$ cat config.mk
export PLATFORM = sky130hd
export DESIGN_NAME = sbs_status
export DESIGN_NICKNAME = d
export VERILOG_FILES = /design/src/hdl/sbs_pkg.sv /design/src/hdl/sbs_status.sv
export SDC_FILE = /design/constraint.sdc
export NUM_CORES = 1
export LEC_CHECK = 0
export ABC_AREA = 1
export BUFFER_PORTS_ARGS = -buffer_cell sky130_fd_sc_hd__buf_2
export CAP_MARGIN = 20
export CORE_MARGIN = 4
export CORE_UTILIZATION = 44
export CTS_CLUSTER_SIZE = 28
export DETAILED_ROUTE_END_ITERATION = 16
export GPL_ROUTABILITY_DRIVEN = 0
export PLACE_DENSITY = 0.82
export RECOVER_POWER = 100
export SLEW_MARGIN = 25
export SYNTH_ARGS = -nofsm -noshare
export SYNTH_HDL_FRONTEND = slang
export SYNTH_SLANG_ARGS = --single-unit
$ cat constraint.sdc
create_clock -name CLOCK_I -period 1.5 [get_ports CLOCK_I]
set_input_delay 0.15 -clock CLOCK_I [delete_from_list [all_inputs] [get_ports CLOCK_I]]
set_output_delay 0.15 -clock CLOCK_I [all_outputs]
set_load 0.01 [all_outputs]
$ cat src/hdl/sbs_pkg.sv
/*
 * Shared constants and the state record of the serial buffer status block.
 * Assumes a 32-bit classic Wishbone bus and a transfer engine on the same clock.
 */
package sbs_pkg;

    // ==========================================================
    // register map (byte addresses)
    localparam logic [3:0] SBS_ADR_TXBUF   = 4'h0;
    localparam logic [3:0] SBS_ADR_RXBUF   = 4'h4;
    localparam logic [3:0] SBS_ADR_MODE2   = 4'h8;

    // ==========================================================
    // serial_mode_control_two field positions
    localparam int SBS_BIT_TBEMP    = 7;
    localparam int SBS_BIT_RX_FULL  = 6;
    localparam int SBS_BIT_TXRUN    = 5;
    localparam int SBS_BIT_STOP_LEN = 4;
    localparam int SBS_BIT_ORDER    = 3;
    localparam int SBS_BIT_DBUF_EN  = 2;
    localparam int SBS_BIT_SOFT_KEY = 0;
    localparam int SBS_SOFT_KEY_W   = 2;

    // ==========================================================
    // reset values and soft reset key sequence
    localparam logic       SBS_RST_TBEMP    = 1'b1;
    localparam logic       SBS_RST_RX_FULL  = 1'b0;
    localparam logic [1:0] SBS_SOFT_KEY_ARM = 2'h2;
    localparam logic [1:0] SBS_SOFT_KEY_GO  = 2'h1;

    localparam int SBS_DATA_W = 9;

    typedef struct packed {
        logic                  ack;
        logic [31:0]           rdata;
        logic                  tbemp;
        logic                  rx_full;
        logic                  txrun;
        logic                  stop_len;
        logic                  bit_order;
        logic                  dbuf_en;
        logic [1:0]            soft_key;
        logic                  soft_rst;
        logic [SBS_DATA_W-1:0] txbuf;
        logic [SBS_DATA_W-1:0] rxbuf;
    } sbs_state_t;

endpackage : sbs_pkg

$ cat src/hdl/sbs_status.sv
/*
 * Status flags of the second serial mode register, with the transmit and
 * receive double buffers and a classic Wishbone slave.
 * Assumes the transfer engine runs on CLOCK_I and gives same-clock strobes.
 */
// Chosen here: the Wishbone register port and the address map.
// Behaviour
// - bit 7 reads 1 when transmit buffer empty, 0 when full; resets to 1
// - transmit empty flag sets when buffer moves into shift register
// - software write of a new transmit word clears the empty flag
// - with double buffering off both buffer flags are meaningless to software
// - receive full sets on completed reception, clears when software reads it
// - bit 5 reads 1 while transmitting, 0 when transmitter stopped
// - with bit 5 low, empty means done, not empty means waiting
`timescale 1ns/1ps
module sbs_status
    import sbs_pkg::*;
(
    input  wire logic                  CLOCK_I,
    input  wire logic                  RST_N_I,
    input  wire logic                  CE_I,
    input  wire logic                  WB_CYC_I,
    input  wire logic                  WB_STB_I,
    input  wire logic                  WB_WE_I,
    input  wire logic [3:0]            WB_ADR_I,
    input  wire logic [3:0]            WB_SEL_I,
    input  wire logic [31:0]           WB_DAT_I,
    output logic      [31:0]           WB_DAT_O,
    output logic                       WB_ACK_O,
    input  wire logic                  TX_LOAD_SHIFT_I,
    input  wire logic                  TX_SHIFT_BUSY_I,
    input  wire logic                  RX_DONE_I,
    input  wire logic [SBS_DATA_W-1:0] RX_DATA_I,
    output logic      [SBS_DATA_W-1:0] TX_DATA_O,
    output logic                       TX_BUF_EMPTY_O,
    output logic                       STOP_BIT_LENGTH_O,
    output logic                       BIT_ORDER_SELECT_O,
    output logic                       DOUBLE_BUFFER_ENABLE_O,
    output logic                       SOFT_RESET_O
);

    // ==========================================================
    // state record and its next value
    sbs_state_t s_q;
    sbs_state_t s_d;

    // ==========================================================
    // helper nets
    logic        req;
    logic        wr;
    logic        rd;
    logic        wr_low;

    logic        hit_txbuf;
    logic        hit_rxbuf;
    logic        hit_mode2;

    logic        tx_write;
    logic        rx_read;
    logic        mode_write;

    logic [1:0]  key_new;
    logic        key_hit;

    logic        tx_set;
    logic        tx_clr;
    logic        rx_set;
    logic        rx_clr;

    logic [7:0]  mode2_view;
    logic [31:0] rd_word;

    // ==========================================================
    // bus decode
    // side effects happen on the edge that raises ack, one edge before the
    // master samples it; the request is held so nothing is repeated
    assign req        = WB_CYC_I & WB_STB_I & ~s_q.ack;
    assign wr         = req & WB_WE_I;
    assign rd         = req & ~WB_WE_I;
    // only byte lane 0 enables a write, but txbuf bit 8 comes from lane 1
    assign wr_low     = wr & WB_SEL_I[0];

    assign hit_txbuf  = (WB_ADR_I == SBS_ADR_TXBUF);
    assign hit_rxbuf  = (WB_ADR_I == SBS_ADR_RXBUF);
    assign hit_mode2  = (WB_ADR_I == SBS_ADR_MODE2);

    // a read of the transmit buffer or a write of the receive buffer
    // decodes to nothing and is simply acknowledged
    assign tx_write   = wr_low & hit_txbuf;
    assign rx_read    = rd & hit_rxbuf;
    assign mode_write = wr_low & hit_mode2;

    // ==========================================================
    // soft reset key
    // fires only when the old field holds the arm code, so a single
    // careless write of the go code does nothing
    assign key_new = WB_DAT_I[SBS_BIT_SOFT_KEY +: SBS_SOFT_KEY_W];
    assign key_hit = mode_write
                   & (s_q.soft_key == SBS_SOFT_KEY_ARM)
                   & (key_new == SBS_SOFT_KEY_GO);

    // ==========================================================
    // flag events
    // engine strobes share CLOCK_I, so no synchroniser sits in front
    assign tx_set = TX_LOAD_SHIFT_I;
    assign tx_clr = tx_write;
    assign rx_set = RX_DONE_I;
    assign rx_clr = rx_read;

    // ==========================================================
    // register view
    // bit 5 is the registered busy level, so it lags the engine a cycle
    always_comb begin
        mode2_view                                     = 8'h00;
        mode2_view[SBS_BIT_TBEMP]                      = s_q.tbemp;
        mode2_view[SBS_BIT_RX_FULL]                    = s_q.rx_full;
        mode2_view[SBS_BIT_TXRUN]                      = s_q.txrun;
        mode2_view[SBS_BIT_STOP_LEN]                   = s_q.stop_len;
        mode2_view[SBS_BIT_ORDER]                      = s_q.bit_order;
        mode2_view[SBS_BIT_DBUF_EN]                    = s_q.dbuf_en;
        mode2_view[SBS_BIT_SOFT_KEY +: SBS_SOFT_KEY_W] = s_q.soft_key;
    end

    // upper bits of every register read as zero
    always_comb begin
        rd_word = 32'h00000000;
        case (WB_ADR_I)
            SBS_ADR_RXBUF: begin
                rd_word = {{(32-SBS_DATA_W){1'b0}}, s_q.rxbuf};
            end
            SBS_ADR_MODE2: begin
                rd_word = {24'h000000, mode2_view};
            end
            default: begin
                rd_word = 32'h00000000;
            end
        endcase
    end

    // ==========================================================
    // next state
    always_comb begin
        s_d          = s_q;
        s_d.ack      = req;
        s_d.soft_rst = 1'b0;

        // transmit activity tracks the engine one cycle late; with it low
        // the empty flag alone tells done from waiting
        s_d.txrun    = TX_SHIFT_BUSY_I;

        // flags move regardless of double-buffer enable; software ignores
        // them then. a write in the cycle of a load wins: the new word
        // really sits in the buffer, so full is the honest answer
        if (tx_clr) begin
            s_d.tbemp = 1'b0;
        end else if (tx_set) begin
            s_d.tbemp = 1'b1;
        end

        // a word arriving in the cycle of a read keeps the flag set
        if (rx_set) begin
            s_d.rx_full = 1'b1;
            s_d.rxbuf   = RX_DATA_I;
        end else if (rx_clr) begin
            s_d.rx_full = 1'b0;
        end

        if (tx_write) begin
            s_d.txbuf = WB_DAT_I[SBS_DATA_W-1:0];
        end

        // status and reserved bits are not written
        if (mode_write) begin
            s_d.stop_len  = WB_DAT_I[SBS_BIT_STOP_LEN];
            s_d.bit_order = WB_DAT_I[SBS_BIT_ORDER];
            s_d.dbuf_en   = WB_DAT_I[SBS_BIT_DBUF_EN];
            s_d.soft_key  = key_new;
        end

        // the soft reset returns both buffer flags to their reset values
        // but leaves the mode fields as just written
        if (key_hit) begin
            s_d.soft_rst = 1'b1;
            s_d.tbemp    = SBS_RST_TBEMP;
            s_d.rx_full  = SBS_RST_RX_FULL;
        end

        // read data holds until the next read
        if (rd) begin
            s_d.rdata = rd_word;
        end

        // clock enable low freezes everything, ack included
        if (!CE_I) begin
            s_d = s_q;
        end
    end

    // ==========================================================
    // state register
    // reset loads constants only
    always_ff @(posedge CLOCK_I or negedge RST_N_I) begin
        if (!RST_N_I) begin
            s_q         <= '0;
            s_q.tbemp   <= SBS_RST_TBEMP;
            s_q.rx_full <= SBS_RST_RX_FULL;
        end else begin
            s_q <= s_d;
        end
    end

    // ==========================================================
    // outputs, all straight from the state record
    // software sees a flag one cycle after the event that moved it
    assign WB_DAT_O               = s_q.rdata;
    assign WB_ACK_O               = s_q.ack;
    assign TX_DATA_O              = s_q.txbuf;
    assign TX_BUF_EMPTY_O         = s_q.tbemp;
    assign STOP_BIT_LENGTH_O      = s_q.stop_len;
    assign BIT_ORDER_SELECT_O     = s_q.bit_order;
    assign DOUBLE_BUFFER_ENABLE_O = s_q.dbuf_en;
    assign SOFT_RESET_O           = s_q.soft_rst;

endmodule : sbs_status

* Word level (Yosys, flattened, before mapping)
Index checks and enable logic that the tools add are counted.
Storage, ports and cells: bits in registers 60, bits of input ports 58, output and inout port bits 47, word-level logic and storage cells 44
Operators by class: equality and inequality tests 4, multiplexer cells 7, bitwise operators 12, reductions and logical operators 9
Operators with widths (count):
- $pmux W9 S2 | 1
- $reduce_and A2 Y1 | 6
- $and A1 B1 Y1 | 10
- $reduce_bool A3 Y1 | 2
- $mux W1 | 5
- $eq A4 B3 Y1 const B | 1
- $eq A4 B4 Y1 const B | 1
- $logic_not A4 Y1 | 1
- $eq A2 B1 Y1 const B | 1
- $eq A2 B2 Y1 const B | 1
- $mux W2 | 1
- $not A1 Y1 | 2

* Logic depth before layout (Yosys ltp)
Gate-level depths: netlist of the first run.
word-level depth 9, depth in mapped cells 8, depth with buffers taken out 8

* Worst setup path after synthesis of the first run
No wires, ideal clock.
kind register -> register, start register s_q, in the netlist WB_ACK_O, end register s_q, in the netlist WB_DAT_O[6], data arrival time 1.154 ns, data required time 1.418 ns, slack 0.265 ns, cell stages (with the launch flop) 7, period minus slack after synthesis 1.235 ns, path through dfrtp_1 inv_1 nand3_1 nor2_2 buf_4 nor2_1 a31oi_1
On the way: word-level cells in the longest chain between the ends 4
RTL lines:
- start: declaration | line sbs_status.sv:44 | sbs_state_t s_q;
- $not A1 Y1 | line sbs_status.sv:77 | assign req = WB_CYC_I & WB_STB_I & ~s_q.ack;
- $and A1 B1 Y1 | line sbs_status.sv:77
- $and A1 B1 Y1 | line sbs_status.sv:79 | assign rd = req & ~WB_WE_I;
- $reduce_and A2 Y1 (no source line)
Every way passes these cells. A chain may end at the register's enable or synchronous reset.

* Worst setup path after layout of the first run
Same ends and word-level chain as after synthesis.

==> results of run 1 <==
==> where the power goes <==
part           internal [mW]  switching, mW
registers               1.11         0.0589
clock network          0.483          0.349
logic                  0.144          0.218
total                   1.74          0.625
==> cell type report <==
cell class	count	area, µm²	share of cell area
multi-input cells	136	681	0.320
clock inverters	2	35.0	0.0165
flip-flops and latches	37	927	0.436
well taps	50	62.6	0.0294
inverters	10	37.5	0.0177
repair buffers	63	313	0.147
clock buffers	5	68.8	0.0324
==> per-layer routing <==
layer	GRT usage	vias up	part of all wire
met1	0.199	653	0.41
met2	0.248	65	0.48
met3	0.0588	8	0.091
li1	-	700	-
met4	0.0604	0	0.017
met5	0	-	0
==> per-stage QoR <==
| step | power (mW) | area, µm² | instances | setup slack (ns) | util |
|---|---|---|---|---|---|
| final | 2.36 | 2120 | 303 | 0.134 | 0.520 |
| after global routing | 2.48 | 2120 | 303 | 0.0367 | 0.520 |
| after CTS | 2.41 | 2170 | 303 | 0.141 | 0.532 |
| after detailed placement | 1.57 | 2060 | 295 | 0.180 | 0.504 |
| after global placement | 1.56 | 2060 | 295 | 0.206 | 0.504 |
| after floorplan | 1.52 | 1980 | 227 | 0.265 | - |
==> cells in the mapped netlist <==
cell	count
nand4_1	1
nor2_1	10
inv_2	1
inv_1	8
a21o_1	1
nor3_4	1
nand3_2	1
nor3_1	1
conb_1	1
buf_4	42
buf_2	2
clkinv_1	1
dfrtp_1	36
o21ai_0	9
a21oi_1	1
mux2_2	9
nand2_1	46
nor2_4	2
nand2_4	1
a31oi_1	8
nor2_2	3
nand3_1	19
dfstp_2	1
==> sequential cells by signal, indices dropped and copies added (netlist names) <==
name,flops
DOUBLE_BUFFER_ENABLE_O,1
TX_DATA_O,9
TX_BUF_EMPTY_O,1
STOP_BIT_LENGTH_O,1
SOFT_RESET_O,1
WB_DAT_O,9
mode2_view,4
s_q,9
BIT_ORDER_SELECT_O,1
WB_ACK_O,1
==> cell families (layout without fill, tap and decap cells) <==
logic type             after synthesis  in the layout  share of synthesized area
muxes                                9              9                     0.0534
DFF                                 37             37                      0.488
and+or+nand+nor                     85             85                      0.208
buffers and inverters               54             80                      0.191
other                                1             23                    0.00198
AOI/OAI and AO/OA                   19             19                     0.0567
==> final timing paths <==
check	from	to	cells past startpoint
max reg2reg	WB_ACK_O	WB_DAT_O[6]	6
min in group asynchronous	RST_N_I	TX_DATA_O[3]	2
max in group asynchronous	RST_N_I	WB_DAT_O[5]	3
min reg2reg	TX_DATA_O[7]	TX_DATA_O[7]	2
min	WB_DAT_I[4]	STOP_BIT_LENGTH_O	3
max	WB_ACK_O	WB_DAT_O[6]	6
==> worst max-delay path, delay by kind of cell, from the launching register on <==
family / cells / cell delay (ns)
buf+inv: 2 / 0.39
flops: 1 / 0.38
simple gates: 3 / 0.36
compound gates: 1 / 0.16
==> timing repair <==
item	CTS	global route
hold endpoints to repair	16	0
hold buffers	1	0
endpoints found under the setup margin	0	0
==> results.json, run 1 <==
{
  "status": "completed",
  "drcViolationCount": 0,
  "fp.dieW_um": 73.7,
  "ctsRootBufferMaster": "clkbuf_8",
  "first_global_vias": 1377,
  "via_count": 1426,
  "worst-path-max-fanout": 16,
  "finClkSkew_ns": 0.00930,
  "dr.pass1.iters": 4,
  "powerDensity_nw_per_um2": 1110,
  "fill_cells": 401,
  "avgSynthCellArea_um2": 9.26,
  "io_pins": 105,
  "antenna_found_initial": 0,
  "die_h_um": 73.7,
  "hold_violations": 0,
  "start_util": 0.464,
  "synth_top_cell_area_share": 0.475,
  "tns_ns": 0,
  "hold_path.class": "in -> reg",
  "path_clk_slew_ns": 0.07,
  "cts_made_buffers": 5,
  "rsz0062_at_grt": "false",
  "vias_per_cell": 4.71,
  "ys_ff_latch": 37,
  "end_kind": "flop",
  "tightest_slew_ns": 1.10,
  "clkLatencyLatePin_ns": 0.29,
  "yosys_warnings": 0,
  "max_stage_delay_ns": 0.38,
  "whs_ns": 0.0773,
  "ys_seq_area_frac": 0.488,
  "nNetsFinal": 311,
  "postSynthCellCount": 205,
  "synth_cell_type_count": 23,
  "rrSetupSlack_ns": 0.13,
  "criticalPathCategory": "reg -> reg",
  "syn_to_final_growth_pct": 11.9,
  "dieArea_um2": 5430,
  "power.leakage_nw": 1.08,
  "ys_top_cells_by_area": "dfrtp_1 47%, buf_4 17%, nand2_1 9.1%",
  "slew_headroom": 0.268,
  "hpwl_mm": 3.05,
  "timing.final.max_slew_violations": 0,
  "cts_max_level": 2,
  "clk_path_buf_depth": 2,
  "yosysTopAreaCell": "dfrtp_1",
  "max_clock_freq_mhz": 732,
  "drt_wl_total_mm": 4.00,
  "mostFrequentLayoutCells": "46 x nand2_1, 36 x dfrtp_1, 30 x buf_2",
  "cpMaxStageDelayCell": "dfrtp_1",
  "n_antenna_cell": 0,
  "grt_usage": 0.159,
  "syn_area_um2": 1900,
  "worstSetupStartpointType": "flop",
  "path_common_cell": "nor2_1",
  "layout_commonest_cell": "nand2_1",
  "crit_chain": "inv_1, nand3_1, nor2_1, clkbuf_2, nor2_1, a31oi_1",
  "cts_resized": 0,
  "period_share": 0.911,
  "cts_setup_buffers": 0,
  "maxCapViolCount": 0,
  "postRouteAntennaNets": 0,
  "cts_sinks": 37,
  "port_buffers": 55,
  "wl_per_cell_um": 13.2,
  "drt_iter0_markers": 71,
  "setup_violations": 0,
  "period_minus_slack_ns": 1.37,
  "fp-row-count": 23,
  "grt_first_pass_wirelength_mm": 6.41,
  "grt_max_degree": 21,
  "drive_gt1_frac": 0.233,
  "tritoncts": "built",
  "cp.arrival_ns": 1.58,
  "core_um2": 4090,
  "grt-ovfl-total": 0,
  "ir_drop_uv": 698,
  "cp.required_ns": 1.71
}
(Power assumes the default switching activity.)
==> inputs of run 2 (changes only) <==
BUFFER_PORTS_ARGS = unset   (was -buffer_cell sky130_fd_sc_hd__buf_2)
CORE_UTILIZATION = 48   (was 44)
DONT_BUFFER_PORTS = 1   (was unset)
PLACE_DENSITY = 0.66   (was 0.82)
==> run 2 against run 1 <==
  * Count of clock-buffer cells in the layout rose by 2
  * Sequential power rose by 4%
  * Fmax rose by 5.7%
  * Register-to-register slack improved by 0.07 ns
  * Cell count fell by 12%
  * Largest cell class unchanged
  * Design area fell by 3.0%
  * Power fell by 7.8%
  * Flip-flop and latch count did not move
  * Worst setup slack improved by 0.074 ns
  * Critical endpoint is now WB_DAT_O[5]
==> results.json, run 2 (same netlist as run 1, synthesis figures left out) <==
{
  "max_stage_delay_ns": 0.42,
  "powerDensity_nw_per_um2": 1060,
  "worst-path-max-fanout": 16,
  "power.leakage_nw": 1.00,
  "cts_hold_buf": 20,
  "status": "completed",
  "grt_usage": 0.158,
  "timing.final.max_slew_violations": 0,
  "setup_slack_ns": 0.208,
  "cts_max_level": 2,
  "io_pins": 105,
  "fp-row-count": 22,
  "first_global_vias": 1264,
  "hold_violations": 0,
  "tns_ns": 0,
  "setup_violations": 0,
  "grt-ovfl-total": 0,
  "start_util": 0.507,
  "dp_slack_ns": 0.217,
  "finClkSkew_ns": 0.00368,
  "drive_gt1_frac": 0.138,
  "cpMaxStageDelayCell": "dfrtp_1",
  "grt_first_pass_wirelength_mm": 6.07,
  "vias_per_cell": 4.89,
  "period_share": 0.861,
  "drcViolationCount": 0,
  "rsz0062_at_grt": "false",
  "cts_setup_buffers": 0,
  "drt_wl_total_mm": 3.75,
  "nNetsFinal": 276,
  "end_kind": "flop",
  "cts_sinks": 37,
  "max_clock_freq_mhz": 774,
  "cp.arrival_ns": 1.50,
  "path_clk_slew_ns": 0.07,
  "port_buffers": 0,
  "fill_cells": 382,
  "n_antenna_cell": 0,
  "via_count": 1302,
  "hpwl_mm": 2.74,
  "tritoncts": "built",
  "cts_resized": 0,
  "clk_path_buf_depth": 2,
  "slew_headroom": 0.392,
  "worstSetupStartpointType": "flop",
  "ctsRootBufferMaster": "clkbuf_8",
  "crit_chain": "inv_1, nand3_1, nor2_2, buf_12, nor2_1, a31oi_1",
  "cp.required_ns": 1.70,
  "fp.dieW_um": 70.9,
  "postRouteAntennaNets": 0,
  "dr.pass1.iters": 4,
  "die_h_um": 70.9,
  "cts_made_buffers": 5,
  "grt_max_degree": 38,
  "wl_per_cell_um": 14.1,
  "crit_family": "flip-flops",
  "syn_to_final_growth_pct": 8.57,
  "mostFrequentLayoutCells": "46 x nand2_1, 36 x dfrtp_1, 23 x conb_1",
  "period_minus_slack_ns": 1.29,
  "clkLatencyLatePin_ns": 0.29,
  "placed_area_um2": 1780,
  "core_um2": 3740,
  "dieArea_um2": 5020,
  "layout_commonest_cell": "nand2_1",
  "drt_iter0_markers": 63,
  "power_mw": 2.18,
  "whs_ns": 0.0178,
  "maxCapViolCount": 0,
  "criticalPathCategory": "reg -> reg",
  "tightest_slew_ns": 0.912,
  "hold_path.class": "in -> reg",
  "ir_drop_uv": 533,
  "stdcell_area_um2": 2060,
  "antenna_found_initial": 0,
  "critPathBufInv": 2
}
[run 2: where the power goes]
| part | total (mW) | internal, mW | switching [mW] | leakage, nW |
|---|---|---|---|---|
| clock network | 0.699 | 0.364 | 0.334 | 0.0443 |
| registers | 1.22 | 1.11 | 0.106 | 0.459 |
| logic | 0.265 | 0.122 | 0.143 | 0.498 |
[run 2: layout make-up]
class	count	area [µm²]	area share
clock buffer	7	86.3	0.0419
inverter	10	37.5	0.0182
multi-input combinational	136	686	0.333
sequential	37	927	0.450
tap	48	60.1	0.0291
timing repair buffer	28	264	0.128
[run 2: final timing paths]
path	start	endpoint	slack [ns]	depth (start not counted)
max	WB_ACK_O	WB_DAT_O[5]	0.21	6
min	CE_I	mode2_view[5]	0.02	1
max reg2reg	WB_ACK_O	WB_DAT_O[5]	0.21	6
min reg2reg	s_q[3]	s_q[3]	0.50	1
max in group asynchronous	RST_N_I	TX_DATA_O[5]	0.41	2
min in group asynchronous	RST_N_I	mode2_view[5]	0.53	2
[run 2: per-layer routing]
layer	vias up	wire length, µm	track usage
met5	-	0	0
li1	624	-	-
met3	6	384	0.0739
met2	53	1850	0.253
met1	619	1470	0.189
met4	0	48	0.0501
[run 2: through the flow]
stage	util	std cells
floorplan	-	227
global placement	0.476	238
detailed placement	0.476	238
CTS	0.555	265
global route	0.550	266
finish	0.550	266
